[src/tcs_pkg.sv]
/*
  shared constants and types for the tone command channel selector.
  assumes a 100 MHz clock and tone presence levels already synchronous.
*/
package tcs_pkg;
  localparam int CLK_HZ = 100_000_000;
  localparam int SEL_DELAY_MS = 3500;
  localparam int EXE_DELAY_MS = 3500;
  localparam int LATCH_DELAY_US = 50;
  localparam int SEL_DELAY_CYC = SEL_DELAY_MS * (CLK_HZ / 1000);
  localparam int EXE_DELAY_CYC = EXE_DELAY_MS * (CLK_HZ / 1000);
  localparam int LATCH_DELAY_CYC = LATCH_DELAY_US * (CLK_HZ / 1_000_000);
  localparam int FAST_BIT_CYC = 1_000_000;
  localparam int SLOW_ELEM_CYC = 10_000_000;
  localparam int NUM_CH = 18;
  localparam int CODE_BITS = 9;
  localparam int FIFO_DEPTH = 8;

  typedef struct packed {
    logic a;
    logic b;
    logic c;
    logic d;
    logic e;
    logic f;
    logic g;
  } tcs_tones_t;

  typedef enum logic [2:0] {
    ST_IDLE = 3'b000,
    ST_PAIR = 3'b001,
    ST_HOLD = 3'b011,
    ST_SELT = 3'b010,
    ST_SELD = 3'b110,
    ST_EXEC = 3'b111,
    ST_ENER = 3'b101,
    ST_DROP = 3'b100
  } tcs_state_t;

  typedef struct packed {
    logic [4:0] chan;
    logic energized;
  } tcs_vv_t;
endpackage

[src/tcs_fifo.sv]
/*
  small flip-flop fifo carrying reply requests.
  assumes one clock and synchronous active high reset.
*/
`timescale 1ns/1ps
`default_nettype none
module tcs_fifo #(
  parameter int WIDTH = 5,
  parameter int DEPTH = 8
) (
  input wire logic i_mclk,
  input wire logic i_sys_rst,
  input wire logic i_in_valid,
  output logic o_in_ready,
  input wire logic [WIDTH-1:0] i_in_data,
  output logic o_out_valid,
  input wire logic i_out_ready,
  output logic [WIDTH-1:0] o_out_data
);
  localparam int AW = $clog2(DEPTH);
  logic [WIDTH-1:0] mem_ff [DEPTH];
  logic [AW-1:0] wr_ff;
  logic [AW-1:0] rd_ff;
  logic [AW:0] cnt_ff;
  wire push = i_in_valid && o_in_ready;
  wire pop = o_out_valid && i_out_ready;
  assign o_in_ready = (cnt_ff != (AW+1)'(DEPTH));
  assign o_out_valid = (cnt_ff != '0);
  assign o_out_data = mem_ff[rd_ff];
  always_ff @(posedge i_mclk)
  begin
    if (i_sys_rst)
    begin
      wr_ff <= '0;
      rd_ff <= '0;
      cnt_ff <= '0;
    end
    else
    begin
      if (push)
      begin
        mem_ff[wr_ff] <= i_in_data;
        wr_ff <= (wr_ff == AW'(DEPTH - 1)) ? '0 : wr_ff + 1'b1;
      end
      if (pop)
        rd_ff <= (rd_ff == AW'(DEPTH - 1)) ? '0 : rd_ff + 1'b1;
      cnt_ff <= cnt_ff + (AW+1)'(push) - (AW+1)'(pop);
    end
  end
endmodule
`default_nettype wire

[src/tcs_top.sv]
/*
  tone command channel selector: tone decode, latching, delays,
  channel drive and serial verification reply.
  assumes tone levels synchronous to i_mclk and free of detector dropout.
*/
`timescale 1ns/1ps
`default_nettype none
module tcs_top #(
  parameter int SEL_CYC = tcs_pkg::SEL_DELAY_CYC,
  parameter int EXE_CYC = tcs_pkg::EXE_DELAY_CYC,
  parameter int LATCH_CYC = tcs_pkg::LATCH_DELAY_CYC,
  parameter int FAST_CYC = tcs_pkg::FAST_BIT_CYC,
  parameter int SLOW_CYC = tcs_pkg::SLOW_ELEM_CYC,
  parameter bit VOLTAGE_REPLY_MODE = 1'b0,
  parameter bit FAST_MODE = 1'b1
) (
  input wire logic i_mclk,
  input wire logic i_sys_rst,
  input wire tcs_pkg::tcs_tones_t i_tones,
  input wire logic i_data,
  output logic o_tx_mod,
  output logic o_reply_busy,
  output logic o_rx_lock,
  output logic [tcs_pkg::NUM_CH-1:0] o_chan_out,
  output tcs_pkg::tcs_vv_t o_vv
);
  //////////////////////////////////////////////////////////////////////
  // tone group decode
  wire first_group_tone_seen = i_tones.a | i_tones.b | i_tones.c;
  wire second_group_tone_seen = i_tones.d | i_tones.e | i_tones.f;
  wire any_sel = first_group_tone_seen | second_group_tone_seen;
  wire [1:0] abc_cnt = 2'(i_tones.a) + 2'(i_tones.b) + 2'(i_tones.c);
  wire [1:0] def_cnt = 2'(i_tones.d) + 2'(i_tones.e) + 2'(i_tones.f);

  // pair index 0..2 from two of three tones, single index from one tone
  function automatic logic [1:0] pair_idx(input logic x, input logic y, input logic z);
    pair_idx = (x & y) ? 2'd0 : ((x & z) ? 2'd1 : 2'd2);
  endfunction
  function automatic logic [1:0] one_idx(input logic x, input logic y);
    one_idx = x ? 2'd0 : (y ? 2'd1 : 2'd2);
  endfunction

  wire abc_pair = (abc_cnt == 2'd2);
  wire def_pair = (def_cnt == 2'd2);
  wire [1:0] abc_pi = pair_idx(i_tones.a, i_tones.b, i_tones.c);
  wire [1:0] def_pi = pair_idx(i_tones.d, i_tones.e, i_tones.f);
  wire [1:0] abc_si = one_idx(i_tones.a, i_tones.b);
  wire [1:0] def_si = one_idx(i_tones.d, i_tones.e);

  //////////////////////////////////////////////////////////////////////
  // state and latches
  tcs_pkg::tcs_state_t st_ff;
  tcs_pkg::tcs_state_t nxt_st;
  logic hi_grp_ff;
  logic [1:0] pair_ff;
  logic [1:0] single_ff;
  logic [31:0] tmr_ff;
  logic [4:0] chan_ff;
  logic reply_req;
  logic fifo_ready;

  wire single_now = hi_grp_ff ? (abc_cnt == 2'd1) : (def_cnt == 2'd1);
  wire pair_now = hi_grp_ff ? def_pair : abc_pair;
  // channel number = 1 + pair*3 + single (+9 for high group)
  wire [4:0] dec_chan = 5'(pair_ff) * 5'd3 + 5'(single_ff) + 5'd1
                        + (hi_grp_ff ? 5'd9 : 5'd0);
  wire tmr_sel = (tmr_ff >= 32'(SEL_CYC - 1));
  wire tmr_exe = (tmr_ff >= 32'(EXE_CYC - 1));
  wire tmr_lat = (tmr_ff >= 32'(LATCH_CYC - 1));

  always_comb
  begin
    nxt_st = st_ff;
    reply_req = 1'b0;
    case (st_ff)
      tcs_pkg::ST_IDLE:
        if (abc_pair || def_pair) nxt_st = tcs_pkg::ST_PAIR;
      tcs_pkg::ST_PAIR:
        if (!pair_now && !single_now) nxt_st = tcs_pkg::ST_IDLE;
        else if (single_now && tmr_lat) nxt_st = tcs_pkg::ST_HOLD;
      tcs_pkg::ST_HOLD:
        nxt_st = tcs_pkg::ST_SELT;
      tcs_pkg::ST_SELT:
        if (!any_sel) nxt_st = tcs_pkg::ST_IDLE;
        else if (tmr_sel) nxt_st = tcs_pkg::ST_SELD;
      tcs_pkg::ST_SELD:
      begin
        reply_req = ~VOLTAGE_REPLY_MODE;
        nxt_st = tcs_pkg::ST_EXEC;
      end
      tcs_pkg::ST_EXEC:
        if (!any_sel) nxt_st = tcs_pkg::ST_IDLE;
        else if (i_tones.g && tmr_exe) nxt_st = tcs_pkg::ST_ENER;
      tcs_pkg::ST_ENER:
        if (!i_tones.g)
        begin
          reply_req = ~VOLTAGE_REPLY_MODE;
          nxt_st = tcs_pkg::ST_DROP;
        end
      default:
        if (!any_sel && !i_tones.g) nxt_st = tcs_pkg::ST_IDLE;
    endcase
  end

  always_ff @(posedge i_mclk)
  begin
    if (i_sys_rst)
    begin
      st_ff <= tcs_pkg::ST_IDLE;
      hi_grp_ff <= 1'b0;
      pair_ff <= 2'd0;
      single_ff <= 2'd0;
      tmr_ff <= '0;
      chan_ff <= 5'd0;
    end
    else
    begin
      st_ff <= nxt_st;
      if (nxt_st != st_ff || (st_ff == tcs_pkg::ST_EXEC && !i_tones.g))
        tmr_ff <= '0;
      else if (st_ff == tcs_pkg::ST_PAIR && !single_now)
        tmr_ff <= '0;
      else
        tmr_ff <= tmr_ff + 32'd1;
      // abc pair blocks high group loading; overlap tolerated
      if (st_ff == tcs_pkg::ST_IDLE && nxt_st == tcs_pkg::ST_PAIR)
      begin
        hi_grp_ff <= ~abc_pair;
        pair_ff <= abc_pair ? abc_pi : def_pi;
      end
      if (st_ff == tcs_pkg::ST_PAIR && single_now)
        single_ff <= hi_grp_ff ? abc_si : def_si;
      if (st_ff == tcs_pkg::ST_HOLD)
        chan_ff <= dec_chan;
      if (nxt_st == tcs_pkg::ST_IDLE)
        chan_ff <= 5'd0;
    end
  end

  //////////////////////////////////////////////////////////////////////
  // outputs: lock, channel drive, voltage code
  // one decoded select line per channel output
  logic [tcs_pkg::NUM_CH-1:0] chan_hit;
  for (genvar ch = 0; ch < tcs_pkg::NUM_CH; ch++)
  begin : g_chan
    assign chan_hit[ch] = (chan_ff == 5'(ch + 1));
  end
  always_ff @(posedge i_mclk)
  begin
    if (i_sys_rst)
    begin
      o_rx_lock <= 1'b0;
      o_chan_out <= '0;
      o_vv <= '0;
    end
    else
    begin
      o_rx_lock <= any_sel;
      o_chan_out <= (nxt_st == tcs_pkg::ST_ENER) ? chan_hit : '0;
      o_vv.chan <= (VOLTAGE_REPLY_MODE && nxt_st inside {tcs_pkg::ST_SELD,
                    tcs_pkg::ST_EXEC, tcs_pkg::ST_ENER}) ? chan_ff : 5'd0;
      o_vv.energized <= VOLTAGE_REPLY_MODE && (nxt_st == tcs_pkg::ST_ENER);
    end
  end

  //////////////////////////////////////////////////////////////////////
  // reply request queue, then serial generator
  logic q_valid;
  logic [4:0] q_chan;
  logic gen_take;
  tcs_fifo #(.WIDTH(5), .DEPTH(tcs_pkg::FIFO_DEPTH)) u_fifo (
    .i_mclk(i_mclk),
    .i_sys_rst(i_sys_rst),
    .i_in_valid(reply_req),
    .o_in_ready(fifo_ready),
    .i_in_data(chan_ff),
    .o_out_valid(q_valid),
    .i_out_ready(gen_take),
    .o_out_data(q_chan)
  );

  // frame: sync, 9 code bits twice, sync = 20 slots
  localparam int SLOTS = 2 * tcs_pkg::CODE_BITS + 2;
  logic busy_ff;
  logic [8:0] code_ff;
  logic [4:0] slot_ff;
  logic [1:0] sub_ff;
  logic [31:0] bt_ff;
  assign gen_take = ~busy_ff;
  wire [31:0] unit = FAST_MODE ? 32'(FAST_CYC) : 32'(SLOW_CYC);
  wire [3:0] bidx = (slot_ff <= 5'd9) ? 4'(slot_ff - 5'd1) : 4'(slot_ff - 5'd10);
  wire is_sync = (slot_ff == 5'd0) || (slot_ff == 5'(SLOTS - 1));
  wire code_bit = code_ff[4'd8 - bidx]; // msb first
  // fast: one unit per bit; slow: dot 1 on 3 off, dash 3 on 1 off
  wire [1:0] subs = FAST_MODE ? 2'd0 : 2'd3;
  wire on_now = is_sync ? 1'b1 : (FAST_MODE ? code_bit
                : (code_bit ? (sub_ff != 2'd3) : (sub_ff == 2'd0)));
  wire unit_end = (bt_ff >= unit - 32'd1);

  always_ff @(posedge i_mclk)
  begin
    if (i_sys_rst)
    begin
      busy_ff <= 1'b0;
      code_ff <= '0;
      slot_ff <= '0;
      sub_ff <= '0;
      bt_ff <= '0;
    end
    else if (!busy_ff)
    begin
      if (q_valid)
      begin
        busy_ff <= 1'b1;
        code_ff <= {4'h0, q_chan}; // octal digits are bit triplets
        slot_ff <= '0;
        sub_ff <= '0;
        bt_ff <= '0;
      end
    end
    else if (!unit_end)
      bt_ff <= bt_ff + 32'd1;
    else
    begin
      bt_ff <= '0;
      if (sub_ff != subs && !is_sync)
        sub_ff <= sub_ff + 2'd1;
      else
      begin
        sub_ff <= '0;
        if (slot_ff == 5'(SLOTS - 1))
          busy_ff <= 1'b0;
        else
          slot_ff <= slot_ff + 5'd1;
      end
    end
  end

  always_ff @(posedge i_mclk)
  begin
    if (i_sys_rst)
    begin
      o_tx_mod <= 1'b0;
      o_reply_busy <= 1'b0;
    end
    else
    begin
      o_reply_busy <= busy_ff;
      o_tx_mod <= busy_ff ? on_now : i_data;
    end
  end

  //////////////////////////////////////////////////////////////////////
  a_lock_follows: assert property (@(posedge i_mclk) disable iff (i_sys_rst)
    any_sel |=> o_rx_lock) else $error("lock not asserted");
  a_chan_needs_g: assert property (@(posedge i_mclk) disable iff (i_sys_rst)
    (o_chan_out != '0) |-> $past(i_tones.g)) else $error("channel on without g");
  a_reply_priority: assert property (@(posedge i_mclk) disable iff (i_sys_rst)
    !busy_ff |=> o_tx_mod == $past(i_data)) else $error("data not passed");
  a_sel_reply: assert property (@(posedge i_mclk) disable iff (i_sys_rst)
    (st_ff == tcs_pkg::ST_SELD && !VOLTAGE_REPLY_MODE) |-> reply_req)
    else $error("no selection reply");
  a_drop_reply: assert property (@(posedge i_mclk) disable iff (i_sys_rst)
    (st_ff == tcs_pkg::ST_ENER && !i_tones.g && !VOLTAGE_REPLY_MODE) |-> reply_req)
    else $error("no deactivation reply");
  a_one_chan: assert property (@(posedge i_mclk) disable iff (i_sys_rst)
    $onehot0(o_chan_out)) else $error("multiple channels");
  a_sync_first: assert property (@(posedge i_mclk) disable iff (i_sys_rst)
    (!busy_ff && q_valid) |=> ##1 o_tx_mod) else $error("no opening sync");
  a_chan_range: assert property (@(posedge i_mclk) disable iff (i_sys_rst)
    (st_ff == tcs_pkg::ST_SELT) |-> (chan_ff >= 5'd1 && chan_ff <= 5'd18))
    else $error("channel out of range");

  //////////////////////////////////////////////////////////////////////
  // check helpers: tone run lengths and reply frame length
  // slow frame: two one-unit syncs, each code bit four units
  localparam int FRAME_UNITS = FAST_MODE ? SLOTS : 2 + 4 * 2 * tcs_pkg::CODE_BITS;
  wire [31:0] frame_cyc = 32'(FRAME_UNITS) * unit;
  logic [31:0] g_run_ff;
  logic [31:0] sel_run_ff;
  logic [31:0] frm_cyc_ff;
  always_ff @(posedge i_mclk)
  begin
    if (i_sys_rst)
    begin
      g_run_ff <= '0;
      sel_run_ff <= '0;
      frm_cyc_ff <= '0;
    end
    else
    begin
      // saturating, so a long hold never wraps back under the limit
      g_run_ff <= !i_tones.g ? '0
                  : ((g_run_ff >= 32'(EXE_CYC)) ? g_run_ff : g_run_ff + 32'd1);
      sel_run_ff <= !any_sel ? '0
                    : ((sel_run_ff >= 32'(SEL_CYC)) ? sel_run_ff : sel_run_ff + 32'd1);
      frm_cyc_ff <= busy_ff ? frm_cyc_ff + 32'd1 : '0;
    end
  end

  // timing and sequencing checks on what the block drives
  a_queue_room: assert property (@(posedge i_mclk) disable iff (i_sys_rst)
    reply_req |-> fifo_ready)
    else $error("reply queue full");
  a_lock_drops: assert property (@(posedge i_mclk) disable iff (i_sys_rst)
    !any_sel |=> !o_rx_lock)
    else $error("lock held without tones");
  a_vv_quiet: assert property (@(posedge i_mclk) disable iff (i_sys_rst)
    !VOLTAGE_REPLY_MODE |-> (o_vv == '0))
    else $error("voltage code in serial mode");
  a_chan_hold: assert property (@(posedge i_mclk) disable iff (i_sys_rst)
    ((o_chan_out != '0) && i_tones.g) |=> (o_chan_out == $past(o_chan_out)))
    else $error("channel dropped while g held");
  a_exe_wait: assert property (@(posedge i_mclk) disable iff (i_sys_rst)
    (o_chan_out != '0) |-> (g_run_ff >= 32'(EXE_CYC)))
    else $error("channel energized too early");
  a_exec_abort: assert property (@(posedge i_mclk) disable iff (i_sys_rst)
    (st_ff == tcs_pkg::ST_EXEC && !i_tones.g) |=> (o_chan_out == '0))
    else $error("channel on without execute hold");
  a_sel_wait: assert property (@(posedge i_mclk) disable iff (i_sys_rst)
    (st_ff == tcs_pkg::ST_SELD) |-> (sel_run_ff >= 32'(SEL_CYC)))
    else $error("selection before delay");
  a_frame_len: assert property (@(posedge i_mclk) disable iff (i_sys_rst)
    $fell(busy_ff) |-> (frm_cyc_ff == frame_cyc))
    else $error("reply frame length wrong");
  a_sync_last: assert property (@(posedge i_mclk) disable iff (i_sys_rst)
    (busy_ff && slot_ff == 5'(SLOTS - 1)) |=> o_tx_mod)
    else $error("no closing sync");
  a_latch_frozen: assert property (@(posedge i_mclk) disable iff (i_sys_rst)
    (st_ff inside {tcs_pkg::ST_SELD, tcs_pkg::ST_EXEC, tcs_pkg::ST_ENER, tcs_pkg::ST_DROP})
    |-> $stable({hi_grp_ff, pair_ff, single_ff, chan_ff}))
    else $error("latches not frozen");
  a_group_range: assert property (@(posedge i_mclk) disable iff (i_sys_rst)
    (st_ff inside {tcs_pkg::ST_SELT, tcs_pkg::ST_SELD, tcs_pkg::ST_EXEC, tcs_pkg::ST_ENER})
    |-> (hi_grp_ff ? (chan_ff >= 5'd10) : (chan_ff <= 5'd9)))
    else $error("channel outside its group");
  a_idle_quiet: assert property (@(posedge i_mclk) disable iff (i_sys_rst)
    (st_ff == tcs_pkg::ST_IDLE) |-> (o_chan_out == '0))
    else $error("channel on while idle");
  a_overlap_ok: assert property (@(posedge i_mclk) disable iff (i_sys_rst)
    (st_ff == tcs_pkg::ST_PAIR && pair_now && single_now) |=> (st_ff != tcs_pkg::ST_IDLE))
    else $error("overlap aborted command");
endmodule
`default_nettype wire

[config.mk]
export PLATFORM = sky130hd
export DESIGN_NAME = tcs_top
export DESIGN_NICKNAME = d
export VERILOG_FILES = /design/src/tcs_pkg.sv /design/src/tcs_fifo.sv /design/src/tcs_top.sv
export SDC_FILE = /design/constraint.sdc
export NUM_CORES = 1
export LEC_CHECK = 0
export BUFFER_PORTS_ARGS = -buffer_cell sky130_fd_sc_hd__buf_2
export CAP_MARGIN = 20
export CORE_ASPECT_RATIO = 1.2
export CORE_MARGIN = 4
export CORE_UTILIZATION = 46
export DETAILED_ROUTE_END_ITERATION = 10
export SLEW_MARGIN = 0
export SYNTH_ARGS = -nofsm -noshare
export SYNTH_HDL_FRONTEND = slang
export SYNTH_SLANG_ARGS = --single-unit
export TNS_END_PERCENT = 1
[constraint.sdc]
create_clock -name i_mclk -period 5.1 [get_ports i_mclk]
set_input_delay 0 -clock i_mclk [delete_from_list [all_inputs] [get_ports i_mclk]]
set_output_delay 0 -clock i_mclk [all_outputs]
set_load 0.005 [all_outputs]
# --- Word-level counts from Yosys, hierarchy flattened ---
# Memories as Yosys holds them, arrays and structs flattened. A register that Yosys moved wholly into a read port is not among the register bits.
# Cells that the tools add are included.
totals:
  mem_bits_rw: 40
  register_bits: 116
  input_bits: 10
  memories: 1
  elab_cells: 175
  output_inout_bits: 27
mem_list:
  columns: ["memory", "depth", "word_bits", "read_ports", "rd_clocked_by_memory_dff", "write_ports", "line_no", "rtl"]
  rows:
  - ["u_fifo.mem_ff", 8, 5, 1, 1, 1, "tcs_fifo.sv:21", "logic [WIDTH-1:0] mem_ff [DEPTH];"]
op_classes:
  n_reduce_logical: 31
  n_mul: 1
  n_eq_ne: 38
  n_mux: 52
  bitwise: 12
  order_cmp: 5
  n_addsub: 18
ops:
  columns: ["op", "count"]
  rows:
  - ["$mux 32", 3]
  - ["$add 32x1->32 const B", 2]
  - ["$eq 5x4->1 const B", 8]
  - ["$mux 3", 11]
  - ["$ge 32x13->1 const B", 1]
  - ["$ge 32x20->1 const B", 1]
  - ["$ge 32x29->1 const B", 1]
  - ["$mux 2", 14]
  - ["$mux 5", 5]
  - ["$pmux 3 s7", 1]
  - ["$eq 5x3->1 const B", 4]
  - ["$eq 5x5->1 const B", 4]
  - ["$eq 3x3->1 const B", 6]
  - ["$mux 1", 14]
  - ["$logic_and 1x1->1", 11]
  - ["$add 5x1->5 const B", 2]
  - ["$eq 5x2->1 const B", 2]
  - ["$mux 4", 2]
  - ["$add 3x1->3 const B", 2]
  - ["$eq 3x1->1 const B", 2]
  - ["$eq 3x2->1 const B", 2]
  - ["$logic_not 3->1", 2]
  - ["$add 4x2->5", 1]
  - ["$add 5x4->5", 1]
  - ["other kinds (32)", 55]

# --- Longest topological paths before layout ---
logic_depth:
  word_depth: 11
  ltp_mapped: 13
  ltp_nobuf: 12

# --- Hierarchy ---
# Synthesis repeated with hierarchy kept, for this count alone.
hier_totals:
  hier_cells: 789
  area_unflattened_um2: 7862.5
by_module_without_submodules:
  columns: ["mod", "cells_each", "seq_area_each_um2", "area_per_inst_um2", "instances"]
  rows:
  - ["tcs_top", 654, 2222.1, 5599.1, 1]
  - ["tcs_fifo", 135, 1461.4, 2263.4, 1]

# --- Worst setup path after synthesis ---
# OpenSTA, ideal clock, no wires.
synth_path:
  kind: "flip-flop to flip-flop"
  from: "register slot_ff[2]"
  to: "register o_tx_mod"
  period_less_slack_ns: 2.556
  stages_incl_launch_ff: 13
  path_slack_ns: 2.544
  arrival_ns: 2.470
  n_path_buf: 1
  required_time_ns: 5.014
  setup_time_ns: 0.086
  path_cell_list: "dfxtp_1 > clkbuf_1 > inv_1 > ha_1 > a21bo_2 > a31oi_1 > o21ai_0 > ha_1 > nand2b_1 > a21boi_0 > o2111a_1 > a41oi_1 > a211oi_1"
synth_via:
  elab_chain_len: 7
  elab_cells_between_ends: 12
  cone_classes: "3 x add/sub; 1 x order compare; 1 x eq/ne; 5 x mux; 2 x reduce/logical"
synth_rtl:
  columns: ["element", "line_no", "rtl"]
  rows:
  - ["start, declared", "tcs_top.sv:186", "logic [4:0] slot_ff;"]
  - ["start signal, assigned", "tcs_top.sv:234", "slot_ff <= slot_ff + 5'd1;"]
  - ["$sub 4x4->4, or another cell as far along", "tcs_top.sv:191", "wire [3:0] bidx = (slot_ff <= 5'd9) ? 4'(slot_ff - 5'd1) : 4'(slot_ff - 5'd10);"]
  - ["$mux 4", "tcs_top.sv:191", null]
  - ["$sub 4x4->4", "tcs_top.sv:193", "wire code_bit = code_ff[4'd8 - bidx];"]
  - ["$bmux 1 s4", "tcs_top.sv:193", null]
  - ["$mux 1 (not written as such)", "tcs_top.sv:193", null]
  - ["$mux 1 *", "tcs_top.sv:196", "wire on_now = is_sync ? 1'b1 : (FAST_MODE ? code_bit"]
  - ["$mux 1 *", "tcs_top.sv:249", "o_tx_mod <= busy_ff ? on_now : i_data;"]
  - ["end signal, assigned", "tcs_top.sv:249", null]
  - ["end, declared", "tcs_top.sv:21", "output logic o_tx_mod,"]
# Every way passes the cells marked *; elsewhere a longest branch is shown, timed or not. The select of a mux whose other input is x is not followed.
# A chain may end at the register's enable or synchronous reset.

# --- Worst setup path after layout ---
layout_path:
  from: "register slot_ff[1]"
  to: "register o_tx_mod"
# The elaborated chain is that of the path after synthesis.

==> results.py <==
metrics = {
    "sta": {
        "relSlewSlack_pct": 34.2,
        "rsz0062_at_grt": "no",
        "tightestPinTransition_ns": 0.978,
        "skew_ns": 0.0133,
        "max_freq_mhz": 355,
        "period_needed_ns": 2.82,
        "finalHoldViolations": 0,
        "timing.final.ws_setup_ns": 2.28,
        "finalSetupViolations": 0,
        "period_share_pct": 55.2,
        "finalSetupTns_ns": 0,
        "drv_slew": 0,
    },
    "yosys": {
        "yosysMostFrequentCell": "dfxtp_1",
        "synth_seq_cells": 161,
        "synth_flop_cell": "dfxtp_1",
        "yosysWarnings": 0,
        "avgSynthCellArea_um2": 9.64,
        "yosysSeqAreaShare_pct": 46.8,
        "synth_edf_count": 40,
        "synth_area_um2": 7750,
        "ys_types": 70,
        "synth_top_area_share_pct": 31.3,
        "synth_common_cells": "121 x dfxtp_1, 96 x nor2_1, 60 x nand2_1",
        "synthTopCellsByArea": "dfxtp_1 31%, edfxtp_1 16%, nor2_1 4.7%",
        "synth_top_area_cell": "dfxtp_1",
        "synth_cells": 804,
        "async_flop_share_pct": 0,
    },
    "clocking": {
        "cts_tree": "done",
        "cts_setup_buffers": 0,
        "cts_buffers": 17,
        "path_clk_slew_ns": 0.06,
        "cts-htree-levels": 4,
        "cts_sinks": 161,
        "cts_max_path_buffers": 2,
        "clock-root-buffer": "clkbuf_16",
        "insertion_delay_ns": 0.43,
    },
    "final_layout": {
        "drive_gt1_share_pct": 11.8,
        "fill_cells": 1455,
        "diodes": 0,
        "area_growth_pct": 11.5,
        "layout.nets": 867,
    },
    "place": {
        "pre_cts_ws_ns": 2.31,
        "hpwl_um": 10800,
        "io_buffers": 30,
        "gp_congestion": 0.802,
    },
    "worst_setup_path": {
        "crit_family": "compound AO/OA/AOI/OAI gates",
        "slowest_stage": "a31oi_1",
        "critPathBufInv": 1,
        "cp_slowest_stage_delay_ns": 0.39,
        "cp_cell_sequence": "inv_1 -> ha_1 -> a21bo_2 -> a31oi_1 -> o21ai_0 -> ha_1 -> nand2b_1 -> a21boi_0 -> o2111a_1 -> a41oi_1 -> a211oi_1",
        "required_ns": 5.43,
        "crit_path_max_fanout": 6,
        "end_kind": "flop",
        "cp.arrival_ns": 3.15,
        "start_kind": "flop",
        "worst_path_most_repeated_cell": "ha_1",
        "critPathKind": "flop to flop",
    },
    "routing": {
        "routed_wl_um": 15100,
        "via_per_inst": 5.48,
        "ant_nets": 0,
        "dr.pass1.iters": 5,
        "wl_per_cell_um": 14.4,
        "drtIter0Drc": 332,
        "vias": 5758,
        "drc": 0,
    },
    "grt": {
        "grt_max_degree": 44,
        "grt_pass1_vias": 5683,
        "grt_pass1_wl_um": 26400,
        "overflow": 0,
        "grt_use_total_pct": 16.8,
        "antenna_found_initial": 0,
    },
    "power": {
        "vdd_drop_max_v": 0.000257,
        "power_density_nw_per_um2": 376,
        "p_leak_nw": 3.10,
    },
    "job": {
        "cap_violations": 0,
    },
    "floorplan": {
        "dieArea_um2": 19000,
        "coreArea_um2": 16400,
        "std_cell_rows": 51,
        "ios": 37,
        "floorplan.initialDensity_pct": 47.2,
        "die_w_um": 126,
        "die_h_um": 150,
    },
    "status": {
        "status": "complete, no violations",
    },
    "worst_hold_path": {
        "hold_path.class": "primary input to flop",
    },
}
[stage by stage]
stage               std cells  util (%)  area (um2)  hold WS [ns]  power [W]
global placement         1018      49.0        8030         0.381    0.00199
global route             1051      52.7        8640        0.0485    0.00342
finish                   1051      52.7        8640       0.00997    0.00325
CTS                      1051      52.7        8640       0.00354    0.00328
floorplan                 809         -        7770         0.105    0.00189
detailed placement       1018      49.0        8030         0.376    0.00201
[layout by cell type (no fill, tap or decap), types with 4 or more instances in the layout]
cell,n
dfxtp_1,121
inv_6,7
edfxtp_1,40
nand3_1,31
nor2_1,96
ha_1,25
fa_1,6
mux4_2,10
a21boi_0,7
and3_1,9
nand4_1,19
xnor2_1,23
nor2b_1,14
a21oi_1,36
nor4_1,26
or3_1,10
nor3_1,21
clkbuf_16,18
nand2_1,60
a21o_1,7
o31ai_1,4
inv_1,38
mux2i_1,10
buf_2,30
nor4_2,4
nand2b_1,15
xor2_1,16
and2_1,16
a211oi_1,11
o21ai_0,25
nor3b_1,4
o211ai_1,7
a31oi_1,5
conb_1,6
[state kept, by name, indices dropped and copies added (netlist names), 4 cells and up]
register / flops
bt_ff: 32
tmr_ff: 32
o_chan_out: 18
slot_ff: 5
chan_ff: 5
code_ff: 5
u_fifo.cnt_ff: 4
u_fifo.mem_ff: 40
[repair_timing]
item	CTS	global route
hold buffers	1	0
gates resized for setup	0	0
hold endpoints to repair	1	0
[layout make-up]
class | instances | area (um2) | area share [%]
inverters | 38 | 143 | 1.65
well taps | 212 | 265 | 3.07
repair buffers | 34 | 183 | 2.12
flip-flops and latches | 161 | 3620 | 42.0
clock inverters | 14 | 141 | 1.64
clock buffers | 18 | 450 | 5.22
multi-input cells | 574 | 3830 | 44.3
[final timing paths]
kind / start / end / slack (ns) / depth (start not counted)
hold reg to reg: tmr_ff[0] / tmr_ff[0] / 0.45 / 1
setup / recovery: slot_ff[1] / o_tx_mod / 2.28 / 11
hold / removal: i_tones[5] / single_ff[1] / 0.01 / 4
setup reg to reg: slot_ff[1] / o_tx_mod / 2.28 / 11
[tightest hold or removal path, stage by stage]
cell and delay (ns):
buf_2 0.14, nor3_1 0.06, a21oi_1 0.11, a211oi_1 0.07
[routing by layer]
layer / share of wire, % / global-route usage (%)
met1: 45 / 21.0
met2: 51 / 29.4
met3: 2.8 / 3.51
met4: 1.5 / 4.72
met5: 0 / 0
[where the power goes]
| part | internal [W] | switching [W] |
|---|---|---|
| Sequential | 0.00136 | 0.0000873 |
| Clock | 0.000719 | 0.000547 |
| Combinational | 0.000239 | 0.000291 |
[logic make-up after synthesis]
kind of cell	Yosys count	synth area share [%]
AOI/OAI and AO/OA	130	11.4
muxes	21	4.34
other	1	0.0484
DFF	161	46.8
adders and majority gates	31	5.59
and+or+nand+nor	347	23.3
xor gates and xnor gates	39	4.41
buffers and inverters	74	4.10
No activity file was read; power rests on OpenSTA's default activity.
